`config.mk`:
```
export PLATFORM = sky130hd
export DESIGN_NAME = svm_ctrl
export DESIGN_NICKNAME = d
export VERILOG_FILES = /design/src/inc/svm_pkg.sv /design/src/hw/svm_ctrl.sv
export SDC_FILE = /design/constraint.sdc
export NUM_CORES = 1
export LEC_CHECK = 0
export BUFFER_PORTS_ARGS = -buffer_cell sky130_fd_sc_hd__buf_4
export CAP_MARGIN = 15
export CORE_ASPECT_RATIO = 0.9
export CORE_UTILIZATION = 49
export DETAILED_ROUTE_END_ITERATION = 10
export HOLD_SLACK_MARGIN = 0.12
export PLACE_DENSITY_LB_ADDON = 0.12
export SETUP_SLACK_MARGIN = 0.02
export SYNTH_ARGS = -nofsm -noshare
export SYNTH_HDL_FRONTEND = slang
export SYNTH_SLANG_ARGS = --single-unit
```
`constraint.sdc`:
```
create_clock -name hclk -period 2.59 [get_ports hclk]
set_clock_uncertainty 0.05 [all_clocks]
set_input_delay 0.259 -clock hclk [delete_from_list [all_inputs] [get_ports hclk]]
set_output_delay 0.259 -clock hclk [all_outputs]
set_load 0.02 [all_outputs]
```
`src/inc/svm_pkg.sv`:
```
package svm_pkg;
  // Register byte offsets
  localparam logic [11:0] SVM_CTRL_OFF = 12'h000;
  localparam logic [11:0] SVM_STAT_OFF = 12'h004;
  localparam logic [11:0] SVM_CLR_OFF = 12'h008;
  localparam logic [11:0] SVM_IEN_OFF = 12'h00c;
  localparam logic [11:0] SVM_PRE_OFF = 12'h010;
  // Control field positions
  localparam int SVM_DET_EN_BIT = 7;
  localparam int SVM_THR_SEL_BIT = 3;
  localparam int SVM_RST_EN_BIT = 2;
  localparam int SVM_FALL_IE_BIT = 1;
  localparam int SVM_RISE_IE_BIT = 0;
  // Status field positions
  localparam int SVM_FALL_FLAG_BIT = 1;
  localparam int SVM_RISE_FLAG_BIT = 0;
  localparam logic [7:0] SVM_CTRL_RESET = 8'h00;
  localparam logic [1:0] SVM_IEN_RESET = 2'h3;
  localparam int SVM_PRE_WIDTH = 13;
  localparam int SVM_CLK_MHZ = 16;
  // Comparator levels, millivolts
  localparam int SVM_FALL_MV = 3700;
  localparam int SVM_RISE_MV = 4000;
  localparam int SVM_RST_LO_MV = 2300;
  localparam int SVM_RST_HI_MV = 3600;

  typedef enum logic [1:0] {
    SVM_IDLE = 2'b00,
    SVM_NORMAL = 2'b01,
    SVM_FALLEN = 2'b11,
    SVM_SPENT = 2'b10
  } svm_state_e;

  typedef struct packed {
    logic below_fall;
    logic above_rise;
    logic below_rst_lo;
    logic below_rst_hi;
  } svm_cmp_s;

  typedef struct packed {
    logic [11:0] addr;
    logic write;
    logic sel;
  } svm_aphase_s;
endpackage : svm_pkg

```
`src/hw/svm_ctrl.sv`:
```
`timescale 1ns/1ns
`default_nettype none
module svm_ctrl
  import svm_pkg::*;
#(
  parameter int PRE_WIDTH = SVM_PRE_WIDTH
) (
  input wire logic hclk, // System clock, 16 MHz
  input wire logic hresetn, // Async reset, active low
  input wire logic clk_en, // Freezes all state when low
  input wire logic hsel, // Slave select
  input wire logic [31:0] haddr, // Byte address
  input wire logic [1:0] htrans, // Transfer type
  input wire logic hwrite, // Write when high
  input wire logic [2:0] hsize, // Transfer size
  input wire logic hready, // Bus ready in
  input wire logic [31:0] hwdata, // Write data
  output logic [31:0] hrdata, // Read data
  output logic hreadyout, // Slave ready
  output logic hresp, // Always OKAY
  input wire logic cmp_below_fall, // Supply at or below 3.7 V
  input wire logic cmp_above_rise, // Supply at or above 4.0 V
  input wire logic cmp_below_rst_lo, // Supply at or below 2.3 V
  input wire logic cmp_below_rst_hi, // Supply at or below 3.6 V
  output logic external_interrupt_line_zero, // Shared monitor interrupt
  output logic undervoltage_reset, // Internal reset request
  output logic [PRE_WIDTH-1:0] free_prescaler // Prescaler value
);

  // Comparator synchronisers
  svm_cmp_s cmp_raw, sync1_reg, sync2_reg;
  assign cmp_raw = '{cmp_below_fall, cmp_above_rise, cmp_below_rst_lo,
                     cmp_below_rst_hi};

  always_ff @(posedge hclk or negedge hresetn) begin
    if (!hresetn) begin
      sync1_reg <= '0;
      sync2_reg <= '0;
    end else if (clk_en) begin
      sync1_reg <= cmp_raw;
      sync2_reg <= sync1_reg;
    end
  end

  // Bus address phase capture
  svm_aphase_s ap_reg, ap_next;
  logic [7:0] ctrl_reg, ctrl_next;
  logic [1:0] ien_reg, ien_next;
  logic [1:0] stat_reg, stat_next;
  logic [PRE_WIDTH-1:0] pre_reg, pre_next;
  svm_state_e state_reg, state_next;
  logic rst_reg, rst_next;
  logic irq_reg, irq_next;
  logic [31:0] rdata_reg, rdata_next;

  logic det_en, thr_sel, rst_en, fall_ie, rise_ie;
  logic fall_evt, rise_evt, at_rst_level;
  logic wr_ctrl, wr_clr, wr_ien;
  logic [1:0] clr_mask;

  assign det_en = ctrl_reg[SVM_DET_EN_BIT];
  assign thr_sel = ctrl_reg[SVM_THR_SEL_BIT];
  assign rst_en = ctrl_reg[SVM_RST_EN_BIT];
  assign fall_ie = ctrl_reg[SVM_FALL_IE_BIT];
  assign rise_ie = ctrl_reg[SVM_RISE_IE_BIT];

  assign wr_ctrl = ap_reg.sel && ap_reg.write && ap_reg.addr == SVM_CTRL_OFF;
  assign wr_clr = ap_reg.sel && ap_reg.write && ap_reg.addr == SVM_CLR_OFF;
  assign wr_ien = ap_reg.sel && ap_reg.write && ap_reg.addr == SVM_IEN_OFF;
  assign clr_mask = wr_clr ? hwdata[1:0] : 2'h0;

  // Reset level per threshold select
  assign at_rst_level = thr_sel ? sync2_reg.below_rst_hi
                                : sync2_reg.below_rst_lo;

  // Detector sequence
  always_comb begin
    state_next = state_reg;
    fall_evt = 1'b0;
    rise_evt = 1'b0;
    case (state_reg)
      SVM_IDLE: begin
        if (det_en) begin
          state_next = SVM_NORMAL;
        end
      end
      SVM_NORMAL: begin
        if (sync2_reg.below_fall) begin
          fall_evt = 1'b1;
          state_next = SVM_FALLEN;
        end
      end
      SVM_FALLEN: begin
        if (at_rst_level) begin
          state_next = SVM_SPENT;
        end else if (sync2_reg.above_rise) begin
          rise_evt = 1'b1;
          state_next = SVM_NORMAL;
        end
      end
      SVM_SPENT: begin
        if (sync2_reg.above_rise) begin
          state_next = SVM_NORMAL;
        end
      end
      default: state_next = SVM_IDLE;
    endcase
    if (!det_en) begin
      state_next = SVM_IDLE;
      fall_evt = 1'b0;
      rise_evt = 1'b0;
    end
  end

  // Control and interrupt enable registers
  always_comb begin
    ctrl_next = ctrl_reg;
    ien_next = ien_reg;
    if (wr_ctrl) begin
      ctrl_next = hwdata[7:0];
    end
    if (wr_ien) begin
      ien_next = hwdata[1:0];
    end
  end

  always_ff @(posedge hclk or negedge hresetn) begin
    if (!hresetn) begin
      ctrl_reg <= SVM_CTRL_RESET;
      ien_reg <= SVM_IEN_RESET;
    end else if (clk_en) begin
      ctrl_reg <= ctrl_next;
      ien_reg <= ien_next;
    end
  end

  // Sticky flags, set wins over a clear in the same cycle
  always_comb begin
    stat_next = stat_reg & ~clr_mask;
    if (fall_evt) begin
      stat_next[SVM_FALL_FLAG_BIT] = 1'b1;
    end
    if (rise_evt && rise_ie) begin
      stat_next[SVM_RISE_FLAG_BIT] = 1'b1;
    end
  end

  always_ff @(posedge hclk or negedge hresetn) begin
    if (!hresetn) begin
      stat_reg <= 2'h0;
      state_reg <= SVM_IDLE;
    end else if (clk_en) begin
      stat_reg <= stat_next;
      state_reg <= state_next;
    end
  end

  // Free-running prescaler on the system clock
  always_comb begin
    pre_next = pre_reg + 1'b1;
  end

  always_ff @(posedge hclk or negedge hresetn) begin
    if (!hresetn) begin
      pre_reg <= '0;
    end else if (clk_en) begin
      pre_reg <= pre_next;
    end
  end

  // Reset and interrupt outputs
  always_comb begin
    rst_next = det_en && rst_en && at_rst_level;
    irq_next = det_en && |(stat_next & ien_next &
               {fall_ie, rise_ie});
  end

  always_ff @(posedge hclk or negedge hresetn) begin
    if (!hresetn) begin
      rst_reg <= 1'b0;
      irq_reg <= 1'b0;
    end else if (clk_en) begin
      rst_reg <= rst_next;
      irq_reg <= irq_next;
    end
  end

  // Bus address phase and read data
  always_comb begin
    ap_next = ap_reg;
    if (hready) begin
      ap_next.sel = hsel && htrans[1];
      ap_next.write = hwrite;
      ap_next.addr = haddr[11:0];
    end
    rdata_next = 32'h0;
    if (hready && hsel && htrans[1] && !hwrite) begin
      if (haddr[11:0] == SVM_CTRL_OFF) begin
        rdata_next = {24'h0, ctrl_next};
      end else if (haddr[11:0] == SVM_STAT_OFF) begin
        rdata_next = {30'h0, stat_next};
      end else if (haddr[11:0] == SVM_IEN_OFF) begin
        rdata_next = {30'h0, ien_next};
      end else if (haddr[11:0] == SVM_PRE_OFF) begin
        rdata_next = {{(32-PRE_WIDTH){1'b0}}, pre_next};
      end else begin
        rdata_next = 32'h0;
      end
    end
  end

  always_ff @(posedge hclk or negedge hresetn) begin
    if (!hresetn) begin
      ap_reg <= '0;
      rdata_reg <= 32'h0;
    end else if (clk_en) begin
      ap_reg <= ap_next;
      rdata_reg <= rdata_next;
    end
  end

  assign hrdata = rdata_reg;
  assign hreadyout = 1'b1;
  assign hresp = 1'b0;
  assign external_interrupt_line_zero = irq_reg;
  assign undervoltage_reset = rst_reg;
  assign free_prescaler = pre_reg;

  // Checks
  a_idle_quiet: assert property (
    @(posedge hclk) disable iff (!hresetn)
    clk_en && !det_en |=> !undervoltage_reset)
    else $error("reset raised with detector off");
  a_sel_level: assert property (
    @(posedge hclk) disable iff (!hresetn)
    clk_en && det_en && rst_en && !thr_sel && sync2_reg.below_rst_lo
    |=> undervoltage_reset)
    else $error("low reset level ignored");
  a_rst_gate: assert property (
    @(posedge hclk) disable iff (!hresetn)
    clk_en && !rst_en |=> !undervoltage_reset)
    else $error("reset without gate");
  a_fall_flag: assert property (
    @(posedge hclk) disable iff (!hresetn)
    clk_en && fall_evt |=> stat_reg[SVM_FALL_FLAG_BIT])
    else $error("fall flag not set");
  a_fall_state: assert property (
    @(posedge hclk) disable iff (!hresetn)
    clk_en && det_en && state_reg == SVM_NORMAL && sync2_reg.below_fall
    |-> fall_evt)
    else $error("fall missed");
  a_rise_gate: assert property (
    @(posedge hclk) disable iff (!hresetn)
    clk_en && !rise_ie && !stat_reg[0] && !wr_ctrl
    |=> !stat_reg[SVM_RISE_FLAG_BIT])
    else $error("rise flag without enable");
  a_rise_seq: assert property (
    @(posedge hclk) disable iff (!hresetn)
    clk_en && rise_evt |=> state_reg == SVM_NORMAL)
    else $error("rise did not rearm detector");
  a_pre_step: assert property (
    @(posedge hclk) disable iff (!hresetn)
    clk_en |=> pre_reg == $past(pre_reg) + 1'b1)
    else $error("prescaler not counting");
  a_irq_hold: assert property (
    @(posedge hclk) disable iff (!hresetn)
    clk_en && det_en && fall_ie && ien_reg[1] && stat_reg[1] && !wr_clr
    && !wr_ctrl && !wr_ien |=> external_interrupt_line_zero)
    else $error("interrupt dropped");
  a_irq_off: assert property (
    @(posedge hclk) disable iff (!hresetn)
    clk_en && !det_en |=> !external_interrupt_line_zero)
    else $error("interrupt with detector off");
  a_fall_irq_gate: assert property (
    @(posedge hclk) disable iff (!hresetn)
    clk_en && !fall_ie && stat_reg == 2'b10 && !(rise_evt && rise_ie)
    |=> !external_interrupt_line_zero)
    else $error("fall interrupt while disabled");
  a_rise_irq_gate: assert property (
    @(posedge hclk) disable iff (!hresetn)
    clk_en && !rise_ie && stat_reg == 2'b01 && !fall_evt
    |=> !external_interrupt_line_zero)
    else $error("rise interrupt while disabled");
  a_irq_set: assert property (
    @(posedge hclk) disable iff (!hresetn)
    clk_en && det_en && rise_ie && ien_reg[0] && stat_reg[0] && !wr_clr
    && !wr_ctrl && !wr_ien |=> external_interrupt_line_zero)
    else $error("rise interrupt missing");
  a_rise_flag: assert property (
    @(posedge hclk) disable iff (!hresetn)
    clk_en && rise_evt && rise_ie |=> stat_reg[SVM_RISE_FLAG_BIT])
    else $error("rise flag not set");
  a_fall_sticky: assert property (
    @(posedge hclk) disable iff (!hresetn)
    clk_en && stat_reg[SVM_FALL_FLAG_BIT] && !wr_clr
    |=> stat_reg[SVM_FALL_FLAG_BIT])
    else $error("fall flag lost");
  a_fall_clear: assert property (
    @(posedge hclk) disable iff (!hresetn)
    clk_en && wr_clr && hwdata[SVM_FALL_FLAG_BIT] && !fall_evt
    |=> !stat_reg[SVM_FALL_FLAG_BIT])
    else $error("fall flag not cleared");
  a_rise_clear: assert property (
    @(posedge hclk) disable iff (!hresetn)
    clk_en && wr_clr && hwdata[SVM_RISE_FLAG_BIT] && !rise_evt
    |=> !stat_reg[SVM_RISE_FLAG_BIT])
    else $error("rise flag not cleared");
  a_rst_follow: assert property (
    @(posedge hclk) disable iff (!hresetn)
    clk_en && det_en && rst_en && at_rst_level |=> undervoltage_reset)
    else $error("reset level ignored");
  a_hi_level: assert property (
    @(posedge hclk) disable iff (!hresetn)
    clk_en && det_en && rst_en && thr_sel && sync2_reg.below_rst_hi
    |=> undervoltage_reset)
    else $error("high reset level ignored");
  a_rst_level: assert property (
    @(posedge hclk) disable iff (!hresetn)
    clk_en && !at_rst_level |=> !undervoltage_reset)
    else $error("reset above reset level");
  a_freeze_hold: assert property (
    @(posedge hclk) disable iff (!hresetn)
    !clk_en |=> $stable(pre_reg) && $stable(stat_reg)
    && $stable(ctrl_reg) && $stable(state_reg))
    else $error("state moved while frozen");
  a_det_idle: assert property (
    @(posedge hclk) disable iff (!hresetn)
    clk_en && !det_en |=> state_reg == SVM_IDLE)
    else $error("detector not idle when off");
  a_spent_entry: assert property (
    @(posedge hclk) disable iff (!hresetn)
    clk_en && det_en && state_reg == SVM_FALLEN && at_rst_level
    |=> state_reg == SVM_SPENT)
    else $error("reset level not remembered");
  a_spent_quiet: assert property (
    @(posedge hclk) disable iff (!hresetn)
    clk_en && state_reg == SVM_SPENT |-> !rise_evt)
    else $error("rise after reset level");
endmodule : svm_ctrl
`default_nettype wire

```
==> flow_summary_export.csv, run 1 <==
group,metric,value,unit
clock_tree,numCtsBuffers,9,
power_and_ir_drop,vdd_drop_max,0.5993,mV
sta,fmax,0.4468,GHz
run,max_cap_viol_count,0,
logic_synthesis,synthCells,292,
final_layout,instances_no_fill,466,
floorplanning,rows,28,
floorplanning,start_util,0.5069,
floorplanning,core,6551,um2
final_layout,syn_to_final_growth,26.15,%
floorplanning,dieWidth,88.78,um
floorplanning,die_h,80.10,um
worst_setup_path,startpoint_type,"primary input",
detailed_routing,drtAntennaViolNets,0,
clock_tree,cts_tree,"yes",
final_layout,fin_util,0.6394,
sta,rsz0062_at_grt,"false",
clock_tree,cts_max_level,3,
worst_setup_path,worst-r2r-cell-count,4,
worst_setup_path,r2r-end,"ctrl_reg[3]",
sta,relSlewSlack,0.4611,
floorplanning,io_pins,128,
logic_synthesis,synth_area,3321,um2
power_and_ir_drop,swShare,0.2911,
logic_synthesis,synth.most_common_cell,"dfrtp_1",
hold_path,hold_end,"ap_reg[5]",
sta,fin_crit,2238,ps
detailed_routing,viasPerCell,5.124,
floorplanning,dieArea,7110,um2
global_routing,grt_overflow_total,0,
logic_synthesis,synth-main-ff-cell,"dfrtp_1",
worst_setup_path,worstPathArrival,2460,ps
clock_tree,insertion_delay,340,ps
detailed_routing,dr_total_vias,2388,
worst_setup_path,worstPathRequired,2810,ps
logic_synthesis,synth_edf_count,0,
power_and_ir_drop,p_comb_frac,0.206,
logic_synthesis,ys_warn_count,0,
final_layout,nNetsFinal,452,
worst_setup_path,r2r_start,"ap_reg[3]",
clock_tree,cts.clk_slew.worst_paths,70,ps
power_and_ir_drop,internal_power,1.978,mW
final_layout,drive_above_1_share,0.3085,
logic_synthesis,synth_area_leader_cell,"dfrtp_1",
worst_setup_path,reg2reg_slack,620,ps
sta,slew_viol_final,0,
place,place_inst,429,
global_routing,antenna_found_initial,0,
logic_synthesis,synth_top_area_share,0.4672,
detailed_routing,dr.pass1.iters,6,
power_and_ir_drop,powerDensity,666.0,nW/um2
sta,finalSetupViolations,0,
logic_synthesis,synth_cell_type_count,46,
sta,hold_viol,0,
final_layout,design_area,4189,um2
final_layout,n_antenna_cell,0,
power_and_ir_drop,p_clk_frac,0.347,
logic_synthesis,synth_area_leaders,"dfrtp_1 (47%), mux2_2 (8.5%), buf_4 (4.7%)",
logic_synthesis,async_flop_share,1.000,
clock_tree,post_cts_buffers,0,
hold_path,hold_class,"in2reg",
worst_setup_path,endpoint_kind,"register",
logic_synthesis,ys_ff_latch,64,
global_routing,grt_use_total,0.2187,
logic_synthesis,ys_top_cells_by_count,"dfrtp_1 (62), mux2_2 (25), buf_4 (21), nand2_1 (19), xnor2_1 (15)",
final_layout,largest_register_ffs,14,
place,dpl.hpwl,4.774,mm
sta,tightestPinTransition,808.3,ps
place,gp_congestion,0.7806,
power_and_ir_drop,power.share.sequential,0.447,
hold_path,hp-start,"haddr[3]",
worst_setup_path,worstSetupPathType,"in2reg",
detailed_routing,drc_errors,0,
sta,fin_setup_tns,0,ps
logic_synthesis,avgSynthCellArea,11.37,um2
detailed_routing,wirelength,7.003,mm
global_routing,grt_pass1_wl,11.57,mm
run_status,status,"finished, final reports clean",
clock_tree,cts.sinks,64,
sta,min_period_over_period,0.8642,
clock_tree,cts-resized-gates,0,
clock_tree,cts_max_path_buffers,2,
worst_setup_path,cp_max_fo,7,
final_layout,fill_cells,583,
clock_tree,cts_root_buf,"clkbuf_8",
detailed_routing,routedWlPerCell,15.03,um
power_and_ir_drop,p_sw,812.1,uW
hold_path,whs_path_depth,2,
global_routing,grt_pass1_vias,2330,
power_and_ir_drop,p_leak,1.980,nW
detailed_routing,drt_iter0_drc,126,
global_routing,grt_max_degree,65,
logic_synthesis,yosysSeqAreaShare,0.4830,
place,portBuffers,58,
place,placed_area,3749,um2
## power groups by stage
stage / registers [mW] / clock network [mW] / logic (mW)
after floorplan: 1.28 / 0 / 0.338
after global placement: 1.26 / 0 / 0.540
after detailed placement: 1.26 / 0 / 0.551
after CTS: 1.25 / 0.993 / 0.580
after global routing: 1.27 / 1.03 / 0.630
final: 1.25 / 0.969 / 0.575
## critical path: stages
cell           delay, ps
dlygate4sd3_1        540
buf_4                140
nor3_1               490
nand4_1              260
nor2_2               390
nand2_1              200
o2bb2ai_1            170
## cells in the final DEF, fill, tap and decap left out, types with 10 or more instances in the layout
cell,n
mux2i_1,14
conb_1,21
xnor2_1,15
dfrtp_1,62
nand3_1,10
clkbuf_8,11
o21ai_0,12
dlygate4sd3_1,22
nand2_1,19
nand4_1,13
mux2_2,25
buf_4,63
## metrics by stage
stage                     worst slack, ps  power, mW  hold WS (ps)
final                               351.8      2.790         139.9
after global placement              614.3      1.802         356.5
after detailed placement            579.5      1.814         359.5
after CTS                           419.7      2.819         127.2
after floorplan                     655.4      1.621        -86.59
after global routing                200.1      2.929         142.4
## worst max-delay path by stage
stage	to	slack, ps	from	cells past startpoint
floorplan	hrdata[12]	660	free_prescaler[0]	6
global placement	ctrl_reg[3]	610	ap_reg[7]	4
detailed placement	hrdata[11]	580	haddr[9]	6
CTS	hrdata[10]	420	haddr[9]	7
global route	hrdata[8]	200	haddr[9]	7
finish	hrdata[8]	350	haddr[9]	7
## cells by family after synthesis
group | Yosys count | share of synthesized area
mux | 47 | 0.1632
buf+inv | 42 | 0.07686
flops | 64 | 0.4830
simple gates | 73 | 0.1255
fa+ha+maj | 1 | 0.003767
xor+xnor | 23 | 0.06067
compound gates | 40 | 0.08478
other cells | 2 | 0.002262
## routing by layer
| metal | wire [um] | vias to the layer above | GRT usage |
|---|---|---|---|
| met5 | 0 | - | 0 |
| met1 | 3380 | 1148 | 0.3084 |
| met4 | 141 | 0 | 0.08710 |
| met3 | 305 | 14 | 0.03905 |
| li1 | - | 1155 | - |
| met2 | 3176 | 71 | 0.3331 |
## area by class of cell
type / count / area, um2 / share of cell area
inverter: 7 / 26.28 / 0.006272
multi-input combinational: 205 / 1533 / 0.3659
clock buffer: 12 / 155.1 / 0.03704
clock inverter: 3 / 65.06 / 0.01553
timing repair buffer: 85 / 693.2 / 0.1655
sequential: 64 / 1604 / 0.3829
tap: 90 / 112.6 / 0.02688
## repair_timing
action | CTS | global route
hold buffers | 22 | 0
endpoints found under the setup margin | 0 | 0
endpoints found under the hold margin | 83 | 0
Note: power is estimated with default switching activity, not from simulation.
==> inputs of run 2 (changes only) <==
--- a/config.mk
+++ b/config.mk
@@ -7,7 +7,7 @@
 export LEC_CHECK = 0
 export BUFFER_PORTS_ARGS = -buffer_cell sky130_fd_sc_hd__buf_4
 export CAP_MARGIN = 15
-export CORE_ASPECT_RATIO = 0.9
+export CORE_ASPECT_RATIO = 1.2
 export CORE_UTILIZATION = 49
 export DETAILED_ROUTE_END_ITERATION = 10
 export HOLD_SLACK_MARGIN = 0.12
==> flow_summary_export.csv, run 2 (synthesis results as in run 1) <==
group,metric,value,unit
final_layout,n_antenna_cell,0,
power_and_ir_drop,swShare,0.3230,
clock_tree,cts.sinks,64,
clock_tree,cts_max_level,3,
detailed_routing,routedWlPerCell,15.14,um
global_routing,grt_pass1_wl,11.75,mm
clock_tree,cts_max_path_buffers,2,
sta,fin_crit,2164,ps
place,portBuffers,58,
run,max_cap_viol_count,0,
floorplanning,die_h,92.18,um
sta,slew_viol_final,0,
worst_setup_path,endpoint,"hrdata[9]",
worst_setup_path,startpoint,"haddr[9]",
detailed_routing,drtAntennaViolNets,0,
final_layout,syn_to_final_growth,24.49,%
floorplanning,rows,32,
power_and_ir_drop,report.power.total,2.601,mW
clock_tree,cts_root_buf,"clkbuf_8",
clock_tree,cts_hold_buf,21,
clock_tree,cts_tree,"yes",
floorplanning,io_pins,128,
worst_setup_path,r2r-end,"ctrl_reg[6]",
run_status,status,"finished, final reports clean",
final_layout,final_cell_mix,"buf_4 (63), dfrtp_1 (62), mux2_2 (25)",
global_routing,antenna_found_initial,0,
worst_setup_path,startpoint_type,"primary input",
power_and_ir_drop,p_leak,1.944,nW
sta,worst_hold_slack,139.1,ps
worst_setup_path,worst-r2r-cell-count,4,
sta,relSlewSlack,0.4484,
detailed_routing,drc_errors,0,
floorplanning,dieArea,7112,um2
power_and_ir_drop,p_clk_frac,0.306,
clock_tree,post_cts_buffers,0,
worst_setup_path,worstPathRequired,2810,ps
detailed_routing,viasPerCell,5.241,
final_layout,layout_commonest_cell,"buf_4",
place,gp_congestion,0.7815,
final_layout,fill_cells,547,
detailed_routing,wirelength,6.979,mm
power_and_ir_drop,power.share.sequential,0.480,
worst_setup_path,reg2reg_slack,590,ps
final_layout,largest_register_ffs,14,
worst_setup_path,path_cells,"dlygate4sd3_1, buf_4, nor3_1, nand4_1, nor2_2, nand2_1, o2bb2ai_1",
clock_tree,insertion_delay,350,ps
global_routing,grt_pass1_vias,2459,
floorplanning,start_util,0.5120,
worst_setup_path,worstSetupPathType,"in2reg",
hold_path,hp-start,"hwdata[0]",
power_and_ir_drop,powerDensity,629.2,nW/um2
worst_setup_path,cp_max_fo,7,
hold_path,hold_class,"in2reg",
power_and_ir_drop,internal_power,1.761,mW
clock_tree,cts.clk_slew.worst_paths,80,ps
detailed_routing,dr.pass1.iters,5,
power_and_ir_drop,vdd_drop_max,0.3566,mV
detailed_routing,dr_total_vias,2416,
worst_setup_path,endpoint_kind,"register",
global_routing,grt_overflow_total,0,
clock_tree,cts-resized-gates,0,
sta,rsz0062_at_grt,"false",
final_layout,nNetsFinal,451,
clock_tree,numCtsBuffers,9,
global_routing,grt_use_total,0.2152,
worst_setup_path,r2r_start,"ap_reg[7]",
worst_setup_path,timing.critical_path.slowest_cell_delay,540,ps
sta,fin_setup_tns,0,ps
worst_setup_path,slowest_stage,"dlygate4sd3_1",
worst_setup_path,worstPathArrival,2380,ps
sta,fmax,0.4621,GHz
sta,hold_viol,0,
sta,finalSetupViolations,0,
power_and_ir_drop,p_sw,840.2,uW
sta,min_period_over_period,0.8355,
final_layout,drive_above_1_share,0.3138,
sta,tightestPinTransition,827.5,ps
detailed_routing,drt_iter0_drc,143,
floorplanning,dieWidth,77.15,um
power_and_ir_drop,p_comb_frac,0.215,
global_routing,grt_max_degree,65,
floorplanning,core,6486,um2
place,dpl.hpwl,4.666,mm
[run 2: cell count changes in the layout (fill, tap and decap cells not counted), sizes merged]
| cell | change |
|---|---|
| bufinv | -2 |
| clkbuf | -2 |
| clkinvlp | +4 |
| dlygate4sd3 | -1 |
| inv | +1 |
[run 2: critical path: cells and delay by family]
family | cells | cell delay (ps)
simple gates | 4 | 1260
buf+inv | 2 | 680
compound gates | 1 | 200
[run 2: layer usage]
layer / wire, um / vias to the layer above / global-route usage / share of wire
li1: - / 1160 / - / -
met1: 3038 / 1180 / 0.2539 / 0.44
met2: 3523 / 67 / 0.3754 / 0.50
met3: 298 / 9 / 0.04876 / 0.043
met4: 118 / 0 / 0.08648 / 0.017
met5: 0 / - / 0 / 0
[run 2: area by class of cell]
type | instances | area [um2] | area share
multi-input combinational | 205 | 1533 | 0.3708
clock inverter | 6 | 43.79 | 0.01059
inverter | 7 | 26.28 | 0.006356
timing repair buffer | 84 | 683.2 | 0.1653
clock buffer | 10 | 137.6 | 0.03329
tap | 85 | 106.4 | 0.02573
sequential | 64 | 1604 | 0.3880
[run 2: power groups by stage]
stage	clock network, mW	registers (mW)	logic [mW]
finish	0.795	1.25	0.558
CTS	0.814	1.25	0.562
global route	0.847	1.26	0.617
detailed placement	0	1.27	0.536
global placement	0	1.26	0.530
floorplan	0	1.28	0.338
[run 2: how the worst min path moves through the flow]
stage | endpoint | slack [ps] | cells after the start
floorplan | ap_reg[0] | -90 | 0
CTS | ap_reg[4] | 130 | 2
global route | ap_reg[4] | 130 | 2
global placement | hrdata[6] | 360 | 1
detailed placement | hrdata[6] | 360 | 1
finish | ctrl_reg[0] | 140 | 2
[run 2: metrics by stage]
stage	instance area [um2]	setup slack, ps	util	std cells
after floorplan	3392	655.4	-	311
after global placement	3742	625.0	0.5770	424
after detailed placement	3742	600.1	0.5770	424
after CTS	4134	452.3	0.6373	461
after global routing	4134	273.8	0.6373	461
final	4134	426.0	0.6373	461
==> inputs of run 3 (changes only) <==
==> constraint.sdc (replaced) <==
create_clock -name hclk -period 2 [get_ports hclk]
set_clock_uncertainty 0.05 [all_clocks]
set_input_delay 0.2 -clock hclk [delete_from_list [all_inputs] [get_ports hclk]]
set_output_delay 0.2 -clock hclk [all_outputs]
set_load 0.02 [all_outputs]
==> flow_summary_export.csv, run 3 (synthesis results as in run 1) <==
group,metric,value,unit
place,portBuffers,58,
sta,tightestPinTransition,800.2,ps
detailed_routing,routedWlPerCell,14.92,um
place,place_inst,428,
hold_path,hold_class,"in2reg",
final_layout,final_cell_mix,"buf_4 (68), dfrtp_1 (62), dlygate4sd3_1 (28)",
detailed_routing,dr.pass1.iters,4,
clock_tree,cts_root_buf,"clkbuf_8",
global_routing,grt_use_total,0.2173,
power_and_ir_drop,report.power.total,3.741,mW
floorplanning,start_util,0.5120,
place,gp_congestion,0.7622,
hold_path,whs_path_depth,2,
sta,relSlewSlack,0.4666,
run_status,status,"finished, final reports clean",
detailed_routing,viasPerCell,5.171,
floorplanning,dieArea,7112,um2
final_layout,fill_cells,534,
final_layout,n_antenna_cell,0,
power_and_ir_drop,powerDensity,866.4,nW/um2
final_layout,layout_commonest_cell,"buf_4",
worst_setup_path,worstPathRequired,2190,ps
clock_tree,numCtsBuffers,9,
detailed_routing,wirelength,7.056,mm
clock_tree,cts_tree,"yes",
sta,fin_setup_tns,0,ps
sta,min_period_over_period,0.9299,
sta,slew_viol_final,0,
detailed_routing,drt_iter0_drc,112,
sta,fmax,0.5377,GHz
floorplanning,core,6486,um2
clock_tree,cts_max_level,3,
final_layout,drive_above_1_share,0.3247,
detailed_routing,drc_errors,0,
floorplanning,rows,32,
worst_setup_path,worstSetupPathType,"reg2reg",
sta,hold_viol,0,
clock_tree,cts.sinks,64,
final_layout,fin_util,0.6657,
power_and_ir_drop,vdd_drop_max,0.5132,mV
clock_tree,insertion_delay,340,ps
worst_setup_path,worst-r2r-cell-count,6,
final_layout,instances_no_fill,473,
detailed_routing,drtAntennaViolNets,0,
final_layout,largest_register_ffs,14,
detailed_routing,dr_total_vias,2446,
floorplanning,io_pins,128,
final_layout,nNetsFinal,463,
global_routing,grt_max_degree,65,
sta,finalSetupViolations,0,
worst_setup_path,startpoint_type,"register",
global_routing,grt_pass1_wl,11.63,mm
global_routing,antenna_found_initial,0,
worst_setup_path,worstPathArrival,2050,ps
power_and_ir_drop,p_leak,2.041,nW
floorplanning,die_h,92.18,um
run,max_cap_viol_count,0,
final_layout,syn_to_final_growth,30.03,%
worst_setup_path,endpoint_kind,"register",
floorplanning,dieWidth,77.15,um
place,dpl.hpwl,4.772,mm
clock_tree,cts.clk_slew.worst_paths,80,ps
worst_setup_path,cp_max_fo,8,
sta,fin_crit,1860,ps
sta,rsz0062_at_grt,"true",
global_routing,grt_overflow_total,0,
global_routing,grt_pass1_vias,2364,
clock_tree,cts_max_path_buffers,2,
-- run 3: critical path, cell delays in order, from the launching register on --
cell	delay, ps
dfrtp_1	420
nor4_4	380
nand4_1	180
buf_4	230
mux2i_1	210
o21ai_0	100
a22o_1	190
-- run 3: final timing paths --
check                        startpoint  slack, ps                end
hold / removal                 haddr[4]        210          ap_reg[6]
min in group asynchronous       hresetn        420  free_prescaler[6]
max in group asynchronous       hresetn        930          hrdata[3]
setup reg to reg              ap_reg[8]        140          hrdata[2]
setup / recovery              ap_reg[8]        140          hrdata[2]
hold reg to reg            state_reg[1]        430       state_reg[0]
-- run 3: timing repair --
action / in CTS / in global routing
setup endpoints to repair: 8 / 16
gates resized for setup: 1 / 3
hold buffers: 28 / 0
buffers inserted: 0 / 1
endpoints found under the hold margin: 90 / 0
pin swaps: 0 / 1
-- run 3: power breakdown --
group | total [mW] | switching [mW] | internal, mW
logic | 0.778 | 0.389 | 0.389
registers | 1.60 | 0.164 | 1.43
clock network | 1.37 | 0.536 | 0.829
-- run 3: metal layers --
layer  track usage  up-vias  share of wire
met5             0        -              0
met4       0.09119        0          0.015
met3       0.04776       10          0.039
met2        0.3680       72           0.52
met1        0.2657     1184           0.43
li1              -     1180              -
-- run 3: area by class of cell --
type | count | area [um2] | share of cell area
Clock buffer | 9 | 123.9 | 0.02869
Clock inverter | 7 | 120.1 | 0.02782
Inverter | 7 | 26.28 | 0.006085
Multi-Input combinational cell | 205 | 1546 | 0.3582
Sequential cell | 64 | 1604 | 0.3715
Tap cell | 85 | 106.4 | 0.02463
Timing Repair Buffer | 96 | 790.8 | 0.1831
-- run 3: metrics by stage --
step | worst slack [ps] | hold WS, ps | cell area [um2]
global route | 17.47 | 231.6 | 4318
floorplan | 65.37 | -145.6 | 3392
CTS | 51.14 | 209.9 | 4297
finish | 140.2 | 213.3 | 4318
global placement | 33.22 | 301.6 | 3772
detailed placement | 8.711 | 296.8 | 3772
